`src/logic/adc_ctrl_regs.svh`:
```
/*
  Constants of the converter track and burst controller: start source codes,
  reset values and timing counts.
  Assumes inclusion by bare name from the design files.
*/
`ifndef ADC_CTRL_REGS_SVH
`define ADC_CTRL_REGS_SVH

// Start source select codes.
`define SRC_SOFTWARE 3'h0
`define SRC_TIMER0 3'h1
`define SRC_TIMER2 3'h2
`define SRC_EXT_PIN 3'h4

// System clock period and nominal burst clock period in picoseconds.
`define CLK_PERIOD_PS 20000
`define BURST_PERIOD_PS 50000
// Burst tick spacing in system clocks, rounded down.
`define BURST_TICK_CYC (`BURST_PERIOD_PS / `CLK_PERIOD_PS)

// Extra SAR clocks of tracking in low-power tracking mode.
`define LP_TRACK_TICKS 7'h03

// Last bit index of a conversion in 10-bit and 8-bit mode.
`define LAST_BIT_10 4'h0
`define LAST_BIT_8 4'h2
`define FIRST_BIT 4'h9

// Largest sum of four 10-bit results.
`define TWELVE_MAX 16'h0FFC

// Reset values.
`define ACC_RESET 16'h0000
`define FLAG_RESET 1'b0

`endif

```
`src/logic/adc_ctrl_pkg.sv`:
```
/*
  Types of the converter track and burst controller.
  Assumes the constants header is compiled alongside.
*/
package adc_ctrl_pkg;

  // Controller states.
  typedef enum logic [2:0] {
    ST_IDLE = 3'b000,
    ST_PWRUP = 3'b001,
    ST_TRACK = 3'b010,
    ST_CONV = 3'b011,
    ST_ACC = 3'b100
  } state_t;

  // Configuration bits written by software.
  typedef struct packed {
    logic converter_enable_bit;
    logic burst_enable_bit;
    logic low_power_track_sel;
    logic [2:0] start_source_select;
    logic eight_bit_mode_bit;
    logic twelve_bit_mode_bit;
    logic gain_select_bit;
    logic [2:0] repeat_count;
    logic [4:0] power_up_time_field;
    logic [5:0] burst_track_time_field;
    logic [4:0] sar_clock_div;
    logic standby;
  } cfg_t;

  // Controls toward the analog converter.
  typedef struct packed {
    logic track;
    logic power;
    logic [9:0] dac_code;
    logic [1:0] ref_level;
    logic [1:0] dem_rotation;
    logic gain_half;
  } analog_ctrl_t;

endpackage

```
`src/logic/adc_track_burst_ctrl.sv`:
```
/*
  Track, burst, power and resolution control of a SAR converter.
  Assumes software drives the configuration and clears the flags, and the
  analog converter returns an asynchronous comparator level.
*/
`timescale 1ns/1ps
`include "adc_ctrl_regs.svh"
module adc_track_burst_ctrl
  import adc_ctrl_pkg::*;
(
  // Clock and reset.
  input wire logic clock_i,
  input wire logic rst_n_i,
  // Configuration and software strobes.
  input wire cfg_t cfg_i,
  input wire logic busy_start_bit_i,
  input wire logic done_clear_i,
  input wire logic window_clear_i,
  input wire logic [15:0] window_low_i,
  input wire logic [15:0] window_high_i,
  // Start sources.
  input wire logic timer0_ovf_i,
  input wire logic timer2_ovf_i,
  input wire logic ext_convert_start_pin_i,
  // Comparator level from the analog converter.
  input wire logic comp_i,
  // Analog controls.
  output analog_ctrl_t analog_o,
  // Status and result.
  output logic busy_o,
  output logic conversion_done_flag_o,
  output logic window_flag_o,
  output logic [7:0] result_high_byte_o,
  output logic [7:0] result_low_byte_o
);

  state_t state;
  state_t next_state;
  logic ext_sync1, ext_sync2, ext_prev;
  logic comp_sync1, comp_sync2;
  logic [1:0] burst_cnt;
  logic [6:0] phase_cnt;
  logic [6:0] conv_cnt;
  logic [3:0] bit_idx;
  logic [3:0] conv_ticks;
  logic [9:0] sar_reg;
  logic [15:0] acc;
  logic [15:0] result;
  logic sar_tick;
  analog_ctrl_t next_analog;

  // Pin and comparator levels pass two flip-flops first.
  always_ff @(posedge clock_i or negedge rst_n_i) begin
    if (!rst_n_i) begin
      ext_sync1 <= 1'b0;
      ext_sync2 <= 1'b0;
      ext_prev <= 1'b0;
      comp_sync1 <= 1'b0;
      comp_sync2 <= 1'b0;
    end else begin
      ext_sync1 <= ext_convert_start_pin_i;
      ext_sync2 <= ext_sync1;
      ext_prev <= ext_sync2;
      comp_sync1 <= comp_i;
      comp_sync2 <= comp_sync1;
    end
  end

  // Burst clock ticks every 2 system clocks (25 MHz); it wakes in phase with each start.
  wire logic burst_tick = (burst_cnt == 2'(`BURST_TICK_CYC - 1));
  wire logic src_tick = cfg_i.burst_enable_bit ? burst_tick : 1'b1;

  always_ff @(posedge clock_i or negedge rst_n_i) begin
    if (!rst_n_i) begin
      burst_cnt <= 2'h0;
    end else begin
      burst_cnt <= (burst_tick || start_go) ? 2'h0 : burst_cnt + 2'h1;
    end
  end

  // Start source decode and edge of the external pin.
  wire logic ext_rise = ext_sync2 && !ext_prev;
  wire logic [2:0] src = cfg_i.start_source_select;
  wire logic src_is_ext = (src == `SRC_EXT_PIN);
  wire logic start_sel =
    (src == `SRC_SOFTWARE) ? busy_start_bit_i :
    (src == `SRC_TIMER0) ? timer0_ovf_i :
    (src == `SRC_TIMER2) ? timer2_ovf_i :
    src_is_ext ? ext_rise : 1'b0;
  wire logic can_start =
    cfg_i.converter_enable_bit || cfg_i.burst_enable_bit;
  // A start while a conversion runs is dropped.
  wire logic start_go = start_sel && can_start && (state == ST_IDLE);

  // SAR tick from the system clock or the burst clock.
  sar_tick_gen u_tick (
    .clock_i(clock_i),
    .rst_n_i(rst_n_i),
    .src_tick_i(src_tick),
    .div_i(cfg_i.sar_clock_div),
    .restart_i(start_go),
    .tick_o(sar_tick)
  );

  // Tracking length in SAR ticks before each conversion.
  wire logic lp_pin_mode =
    cfg_i.low_power_track_sel && src_is_ext && !cfg_i.burst_enable_bit;
  wire logic [6:0] burst_track =
    cfg_i.burst_enable_bit ? {1'b0, cfg_i.burst_track_time_field}
                           : 7'h00;
  wire logic [6:0] lp_track =
    (cfg_i.low_power_track_sel && !lp_pin_mode) ? `LP_TRACK_TICKS
                                                : 7'h00;
  wire logic [6:0] track_len = burst_track + lp_track;
  wire state_t first_phase = (track_len != 7'h00) ? ST_TRACK : ST_CONV;

  // Power state: burst idles powered only with the enable bit or within a series.
  wire logic powered = cfg_i.converter_enable_bit ||
    (cfg_i.burst_enable_bit && conv_cnt != 7'h00);
  wire logic [6:0] phase_target = (state == ST_PWRUP) ?
    {2'b00, cfg_i.power_up_time_field} + 7'h01 : track_len;
  wire logic phase_last = sar_tick && (phase_cnt + 7'h01 == phase_target);

  // Repeat count totals and series bookkeeping.
  wire logic [6:0] rpt_total =
    (cfg_i.repeat_count == 3'h0) ? 7'h01 :
    (cfg_i.repeat_count == 3'h1) ? 7'h04 :
    (cfg_i.repeat_count == 3'h2) ? 7'h08 :
    (cfg_i.repeat_count == 3'h3) ? 7'h10 :
    (cfg_i.repeat_count == 3'h4) ? 7'h20 : 7'h40;
  wire logic last_conv = (conv_cnt + 7'h01 >= rpt_total);
  wire logic series_end = (state == ST_ACC) && last_conv;
  wire logic burst_more = cfg_i.burst_enable_bit && !src_is_ext;

  // Bit decisions: 8-bit mode stops two bits early.
  wire logic [3:0] last_bit_idx =
    cfg_i.eight_bit_mode_bit ? `LAST_BIT_8 : `LAST_BIT_10;
  wire logic last_bit = (bit_idx == last_bit_idx);
  wire logic [9:0] trial_mask = 10'h001 << bit_idx;
  wire logic [9:0] dac_trial = sar_reg | trial_mask;

  // Accumulator restarts with the first conversion of a series.
  wire logic [15:0] acc_base =
    (conv_cnt == 7'h00) ? `ACC_RESET : acc;
  wire logic [15:0] acc_next =
    acc_base + {6'h00, sar_reg};
  wire logic in_window =
    (acc_next >= window_low_i) && (acc_next <= window_high_i);

  // Next state of the sequencer.
  always_comb begin
    next_state = state;
    case (state)
      ST_IDLE: begin
        if (start_go) begin
          next_state = powered ? first_phase : ST_PWRUP;
        end
      end
      ST_PWRUP: begin
        if (phase_last) begin
          next_state = first_phase;
        end
      end
      ST_TRACK: begin
        if (phase_last) begin
          next_state = ST_CONV;
        end
      end
      ST_CONV: begin
        if (sar_tick && last_bit) begin
          next_state = ST_ACC;
        end
      end
      ST_ACC: begin
        // A burst runs on; a pin-started burst waits per edge.
        if (!last_conv && burst_more) begin
          next_state = first_phase;
        end else begin
          next_state = ST_IDLE;
        end
      end
      default: begin
        next_state = ST_IDLE;
      end
    endcase
  end

  wire logic state_change = (next_state != state);
  wire logic enter_conv = (next_state == ST_CONV) && state_change;

  // State and phase counter.
  always_ff @(posedge clock_i or negedge rst_n_i) begin
    if (!rst_n_i) begin
      state <= ST_IDLE;
      phase_cnt <= 7'h00;
    end else begin
      state <= next_state;
      phase_cnt <= state_change ? 7'h00 :
                   sar_tick ? phase_cnt + 7'h01 : phase_cnt;
    end
  end

  // Successive approximation: keep each trial bit the comparator passes.
  always_ff @(posedge clock_i or negedge rst_n_i) begin
    if (!rst_n_i) begin
      sar_reg <= 10'h000;
      bit_idx <= `FIRST_BIT;
      conv_ticks <= 4'h0;
    end else if (enter_conv) begin
      sar_reg <= 10'h000;
      bit_idx <= `FIRST_BIT;
      conv_ticks <= 4'h0;
    end else if (state == ST_CONV && sar_tick) begin
      sar_reg <= comp_sync2 ? dac_trial : sar_reg;
      bit_idx <= bit_idx - 4'h1;
      conv_ticks <= conv_ticks + 4'h1;
    end
  end

  // Accumulation, series count and result update.
  always_ff @(posedge clock_i or negedge rst_n_i) begin
    if (!rst_n_i) begin
      acc <= `ACC_RESET;
      conv_cnt <= 7'h00;
      result <= `ACC_RESET;
    end else if (state == ST_ACC) begin
      acc <= acc_next;
      conv_cnt <= last_conv ? 7'h00 : conv_cnt + 7'h01;
      if (last_conv) begin
        result <= cfg_i.eight_bit_mode_bit ?
          {acc_next[15:8], 8'h00} : acc_next;
      end
    end
  end

  // Flags: a set in the clearing cycle wins.
  always_ff @(posedge clock_i or negedge rst_n_i) begin
    if (!rst_n_i) begin
      conversion_done_flag_o <= `FLAG_RESET;
      window_flag_o <= `FLAG_RESET;
    end else begin
      if (series_end) begin
        conversion_done_flag_o <= 1'b1;
      end else if (done_clear_i) begin
        conversion_done_flag_o <= 1'b0;
      end
      if (series_end && in_window) begin
        window_flag_o <= 1'b1;
      end else if (window_clear_i) begin
        window_flag_o <= 1'b0;
      end
    end
  end

  // Analog controls, registered before they leave the block.
  wire logic idle_track = !cfg_i.burst_enable_bit &&
    cfg_i.converter_enable_bit &&
    (!cfg_i.low_power_track_sel || (lp_pin_mode && !ext_sync2));
  always_comb begin
    next_analog = '0;
    next_analog.track = !cfg_i.standby && ((state == ST_TRACK) ||
      (state == ST_IDLE && idle_track));
    next_analog.power = powered || (state != ST_IDLE);
    next_analog.dac_code = (state == ST_CONV) ? dac_trial : sar_reg;
    next_analog.ref_level = cfg_i.twelve_bit_mode_bit ?
      conv_cnt[1:0] : 2'h0;
    next_analog.dem_rotation = cfg_i.twelve_bit_mode_bit ?
      conv_cnt[1:0] : 2'h0;
    next_analog.gain_half = cfg_i.gain_select_bit;
  end

  always_ff @(posedge clock_i or negedge rst_n_i) begin
    if (!rst_n_i) begin
      analog_o <= '0;
    end else begin
      analog_o <= next_analog;
    end
  end

  // Status outputs.
  assign busy_o = (state != ST_IDLE);
  assign result_high_byte_o = result[15:8];
  assign result_low_byte_o = result[7:0];
endmodule // adc_track_burst_ctrl

```
`src/logic/sar_tick_gen.sv`:
```
/*
  Divider that turns a source tick into the SAR clock tick.
  Assumes a source tick from logic on the same clock.
*/
`timescale 1ns/1ps
module sar_tick_gen (
  // Clock and reset.
  input wire logic clock_i,
  input wire logic rst_n_i,
  // Source tick, divide value and phase restart.
  input wire logic src_tick_i,
  input wire logic [4:0] div_i,
  input wire logic restart_i,
  // One-cycle SAR tick.
  output logic tick_o
);

  logic [4:0] count;
  wire logic wrap = src_tick_i && (count >= div_i);

  // The tick fires on every div_i+1-th source tick.
  always_ff @(posedge clock_i or negedge rst_n_i) begin
    if (!rst_n_i) begin
      count <= 5'h00;
    end else if (restart_i || wrap) begin
      count <= 5'h00;
    end else if (src_tick_i) begin
      count <= count + 5'h01;
    end
  end

  assign tick_o = wrap && !restart_i;

endmodule // sar_tick_gen

```
`config.mk`:
```
export PLATFORM = sky130hd
export DESIGN_NAME = adc_track_burst_ctrl
export DESIGN_NICKNAME = d
export VERILOG_FILES = /design/src/logic/adc_ctrl_pkg.sv /design/src/logic/adc_track_burst_ctrl.sv /design/src/logic/sar_tick_gen.sv
export VERILOG_INCLUDE_DIRS = /design/src /design/src/logic
export SDC_FILE = /design/constraint.sdc
export NUM_CORES = 1
export LEC_CHECK = 0
export BUFFER_PORTS_ARGS = -buffer_cell sky130_fd_sc_hd__buf_2
export CAP_MARGIN = 20
export CORE_ASPECT_RATIO = 1.5
export CORE_MARGIN = 2
export CORE_UTILIZATION = 45
export DETAILED_ROUTE_END_ITERATION = 8
export PLACE_DENSITY = 0.65
export SYNTH_ARGS = -nofsm -noshare
export SYNTH_HDL_FRONTEND = slang
export SYNTH_HIERARCHICAL = 1
export SYNTH_SLANG_ARGS = --single-unit
```
`constraint.sdc`:
```
create_clock -name clock_i -period 5.5 [get_ports clock_i]
set_clock_uncertainty 0.1 [all_clocks]
set_input_delay 1.1 -clock clock_i [delete_from_list [all_inputs] [get_ports clock_i]]
set_output_delay 1.1 -clock clock_i [all_outputs]
set_load 0.01 [all_outputs]
```
* Yosys cells after proc, flatten, opt, wreduce, memory -nomap -nowiden *
Cells that the tools add are included.

storage, ports and cells
  register bits = 92
  latch bits = 0
  memory bits (writable) = 0
  memory bits (read-only) = 0
  output and inout port bits = 36
  logic and storage cells = 146
  memories kept = 0

cells by class
  $add $sub $neg = 8
  $mul = 0
  divide/modulo/power cells = 0
  $lt $le $gt $ge = 4
  equality and inequality tests = 16
  shift operators = 1
  muxes and demuxes = 41
  bitwise gates (word level) = 1
  reduce and logical (&&, ||, !) cells = 54

operators by type and width
  operator              number
  $mux 7                9
  $mux 10               4
  $logic_and 1x1->1     23
  $eq 3x2->1 const B    6
  $add 16x10->16        1
  $ge 16x16->1          1
  $le 16x16->1          1
  $mux 16               1
  $pmux 3 s5            1
  $add 7x1->7 const B   2
  $reduce_bool 7->1     2
  $mux 2                6
  $mux 3                4
  $reduce_bool 2->1     6
  $mux 1                10
  $mux 5                2
  $or 10x10->10         1
  $shl 1x4->10 const A  1
  $eq 3x1->1 const B    3
  $eq 3x3->1 const B    3
  $logic_not 1->1       9
  $logic_not 3->1       3
  $mux 4                2
  $mux 8                1
  other kinds (16)      23

* Logic depth before layout (Yosys ltp) *
  word-level depth = 17
  mapped depth = 24

* Cells and area by module *
Netlist, hierarchy kept.

modules (own cells, without submodules)
  module                times used  cells an instance  area each (sq um)
  adc_track_burst_ctrl  1           666                5970.7
  sar_tick_gen          1           48                 404.1

* Worst setup path before layout *
OpenSTA, ideal clock, no wires.

  path type = flip-flop to flip-flop
  start = reg conv_cnt[0]
  end = reg window_flag_o
  arrival time = 4.283 ns
  slack = 1.052 ns
  cell stages (with the launch flop) = 24
  buffers on the path = 1
  clock period less this slack = 4.448 ns
  cell sequence = dfrtp_1 -> inv_1 -> ha_1 -> nand3b_1 -> clkbuf_1 -> and2_1 -> ha_1 -> inv_1 -> fa_1 -> nor2b_1 -> o21ai_0 -> a21oi_1 -> o21ai_0 -> a211oi_1 -> nor2_1 -> xor2_1 -> ha_1 -> a21o_1 -> a21oi_1 -> nor2b_1 -> o21ai_0 -> nand2_1 -> a2111oi_0 -> o22a_1

between the ends
  longest elaborated chain between the ends = 7

RTL lines
  item                                                 line                         text
  start, declared                                      adc_track_burst_ctrl.sv:43   logic [6:0] conv_cnt;
  start signal, assigned                               adc_track_burst_ctrl.sv:228  conv_cnt <= last_conv ? 7'h00 : conv_cnt + 7'h01;
  $logic_not 7->1 (*)                                  adc_track_burst_ctrl.sv:144  (conv_cnt == 7'h00) ? `ACC_RESET : acc;
  $mux 16 (*)                                          adc_track_burst_ctrl.sv:144
  $add 16x10->16 (*)                                   adc_track_burst_ctrl.sv:146  acc_base + {6'h00, sar_reg};
  named net acc_next[10]                               adc_track_burst_ctrl.sv:145  wire logic [15:0] acc_next =
  $ge 16x16->1 / $le 16x16->1 (equally long branches)  adc_track_burst_ctrl.sv:148  (acc_next >= window_low_i) && (acc_next <= window_high_i);
  $logic_and 1x1->1 (*)                                adc_track_burst_ctrl.sv:148
  $logic_and 1x1->1 (*)                                adc_track_burst_ctrl.sv:247  if (series_end && in_window) begin
  $mux 1 / $reduce_bool 2->1 (equally long branches)   --
  end signal, assigned                                 adc_track_burst_ctrl.sv:240  window_flag_o <= `FLAG_RESET;
  end, declared                                        adc_track_burst_ctrl.sv:32   output logic window_flag_o,

The timed path passes the listed nets; every way through them passes the cells marked *.
A chain may end at the register's enable or synchronous reset.

* Final worst setup path *
  start = reg conv_cnt[4]
  end = reg window_flag_o

Same word-level chain as after synthesis.

==> flow_summary.json <==
{
  "drtPass1Iterations": 5,
  "layout_commonest_cell": "buf_2",
  "hold_viol": 0,
  "synthesis.area_sq_um": 6370,
  "nNetsFinal": 951,
  "drtIter0Drc": 171,
  "pwr-share-clk_pct": 31.1,
  "min_from": "comp_sync1",
  "intPower_w": 0.00142,
  "worstRegToRegCells": 21,
  "use_met1_pct": 22.2,
  "io_pins": 106,
  "antenna_cells": 0,
  "post_cts_resized": 0,
  "avgSynthCellArea_sq_um": 8.93,
  "setup_viol": 0,
  "seq_power_share_pct": 38.8,
  "place.gp.congestion": 0.892,
  "synthDistinctLibCells": 69,
  "rsz0062_at_grt": "false",
  "finalCriticalPeriod_ns": 4.97,
  "cp.arrival_ns": 5.14,
  "path_class": "reg2reg",
  "power-per-cell-area_nw_per_um2": 294,
  "min_path_type": "reg2reg",
  "wl_per_cell_um": 15.1,
  "grt_max_degree": 53,
  "biggestRegsByFlops": "acc: 16 flops, result: 16 flops, analog_o: 15 flops",
  "clockBufferDepth": 2,
  "whs_endpoint": "comp_sync2",
  "row_count": 53,
  "maxSlewHeadroom_pct": 39.0,
  "vias": 5317,
  "worst_setup_path_end_kind": "flop",
  "crit_path_max_fanout": 7,
  "slew_viol_final": 0,
  "r2r_end": "window_flag_o",
  "grt_pass1_vias": 5320,
  "antenna_found_initial": 0,
  "syn-num-nets": 852,
  "ir_drop_v": 0.000213,
  "yosysSeqAreaShare_pct": 36.2,
  "fmax_mhz": 201,
  "regToRegSetupSlack_ns": 0.53,
  "drv_cap": 0,
  "wl_um": 14800,
  "cts_max_level": 3,
  "synthArstFlopShare_pct": 100,
  "switchingPower_w": 0.000734,
  "status": "complete, no violations",
  "drc": 0,
  "syn2layout_area_growth_pct": 15.2,
  "cts_setup_buffers": 0,
  "cts_tree": "yes",
  "via_per_inst": 5.41,
  "synth_edf_count": 0,
  "syn_inst": 714,
  "busiest_layer": "met2",
  "cts_inserted_buffers": 9,
  "die-area_sq_um": 15200,
  "track_usage_pct": 20.0,
  "grt_pass1_wl_um": 24300,
  "ys_warn_count": 6,
  "die_w_um": 101,
  "layout_worst_path_cycle_share_pct": 90.3,
  "numClockSinks": 92,
  "rr_startpoint": "conv_cnt[4]",
  "crit_required_ns": 5.68,
  "hold_depth": 0,
  "synth_flop_cell": "dfrtp_1",
  "critPathLaunchType": "flop",
  "hold_slack_ns": 0.253,
  "p_comb_share_pct": 30.1,
  "layout-drive-gt1-share_pct": 19.7,
  "crit_start": "conv_cnt[4]",
  "finalSetupTns_ns": 0,
  "p_leak_nw": 3.88,
  "synth_seq_cells": 92,
  "tightest_slew_ns": 0.912,
  "core_sq_um": 13900,
  "start_util_pct": 45.8,
  "path_cells": "nor4_1 -> nand3b_1 -> and2_1 -> ha_1 -> a21o_1 -> a21oi_1 -> o21ai_1 -> a21boi_0 -> nor3b_1 -> nor2_1 -> xor2_1 -> inv_1 -> ha_1 -> a21o_1 -> a21o_1 -> a21oi_1 -> nor2b_1 -> o21ai_0 -> nand2_1 -> a2111oi_0 -> o22a_1",
  "switching_share_pct": 34.0,
  "io_buffers": 105,
  "cts.reportedPaths.clkPinSlew_ns": 0.07,
  "grt_use_met2_pct": 37.3,
  "worst_skew_pair.late_latency_ns": 0.34,
  "overflow": 0,
  "dpl.hpwl_um": 11700,
  "ant_nets": 0,
  "crit_slowest_cell": "dfrtp_1",
  "cts_hold_buf": 0,
  "slowest_delay_ns": 0.43,
  "path_common_cell": "a21o_1",
  "root_buffer": "clkbuf_16",
  "final_cell_mix": "buf_2 (104), dfrtp_1 (90), inv_1 (75), nand2_1 (72), ha_1 (66)",
  "dieHeight_um": 150,
  "met3_usage_pct": 2.90
}
## how the worst max path moves through the flow
stage,endpoint,slack [ns],depth (start not counted)
5_1_grt,window_flag_o,0.11,19
6_report,window_flag_o,0.53,21
2_1_floorplan,window_flag_o,1.05,23
3_5_place_dp,window_flag_o,0.58,22
4_1_cts,window_flag_o,0.55,22
3_3_place_gp,window_flag_o,0.72,22
## power by group through the flow
stage               Combinational, W  Sequential, W  Clock, W
CTS                         0.000655       0.000834  0.000686
detailed placement          0.000651       0.000846         0
finish                      0.000650       0.000836  0.000671
global route                0.000729       0.000848  0.000718
floorplan                   0.000527       0.000816         0
global placement            0.000632       0.000845         0
## per-stage QoR
stage	instance area [sq um]	instances	utilization [%]	setup WS (ns)	power, W
2_1_floorplan	6370	714	-	1.05	0.00134
3_3_place_gp	7020	967	50.4	0.715	0.00148
3_5_place_dp	7020	967	50.4	0.576	0.00150
4_1_cts	7340	983	52.7	0.551	0.00218
5_1_grt	7340	983	52.7	0.109	0.00230
6_report	7340	983	52.7	0.535	0.00216
## logic make-up after synthesis
group / after synthesis / share of synthesized area, %
simple gates: 228 / 18.2
compound gates: 178 / 18.5
buf+inv: 97 / 6.34
flops: 92 / 36.2
fa+ha+maj: 68 / 13.6
xor+xnor: 42 / 5.77
mux: 9 / 1.47
## layer usage
layer / up-vias / wire length, um
li1: 2668 / -
met1: 2493 / 6020
met2: 128 / 7810
met3: 28 / 491
met4: 0 / 478
met5: - / 0
## final cells by class
cell class,instances,area [sq um]
clock inverter,7,98.8
fill,1299,6580
sequential,92,2300
inverter,76,285
tap,165,206
timing repair buffer,109,558
clock buffer,9,225
multi-input combinational,525,3670
## cell usage after synthesis, types with 5 or more instances
library cell,instances,share of area [%]
o31ai_1,12,1.4
a21oi_2,10,1.4
nand2_1,72,4.2
xor2_1,18,2.5
o211ai_1,5,0.59
inv_1,75,4.4
dfrtp_1,90,35
ha_1,66,13
nand2b_1,10,0.98
o21a_1,9,1.1
or2_2,6,0.59
xnor2_1,24,3.3
nand3_1,19,1.5
clkbuf_1,12,0.71
o21ai_1,5,0.39
o21ai_0,41,3.2
nor2_1,43,2.5
mux2i_1,6,0.94
nand3b_1,6,0.71
nand4_1,6,0.59
nor2b_1,7,0.69
a21o_1,20,2.4
and2_1,16,1.6
a21oi_1,37,2.9
nor3_1,14,1.1
## worst max-delay path: cells and delay by family, from the launching register on
family                     cells  cell delay [ns]
and+or+nand+nor                7             1.37
buffers and inverters          1             0.10
AOI/OAI and AO/OA             10             2.09
xor gates and xnor gates       1             0.24
DFF                            1             0.43
adders and majority gates      2             0.57
No activity file was read; power rests on OpenSTA's default activity.
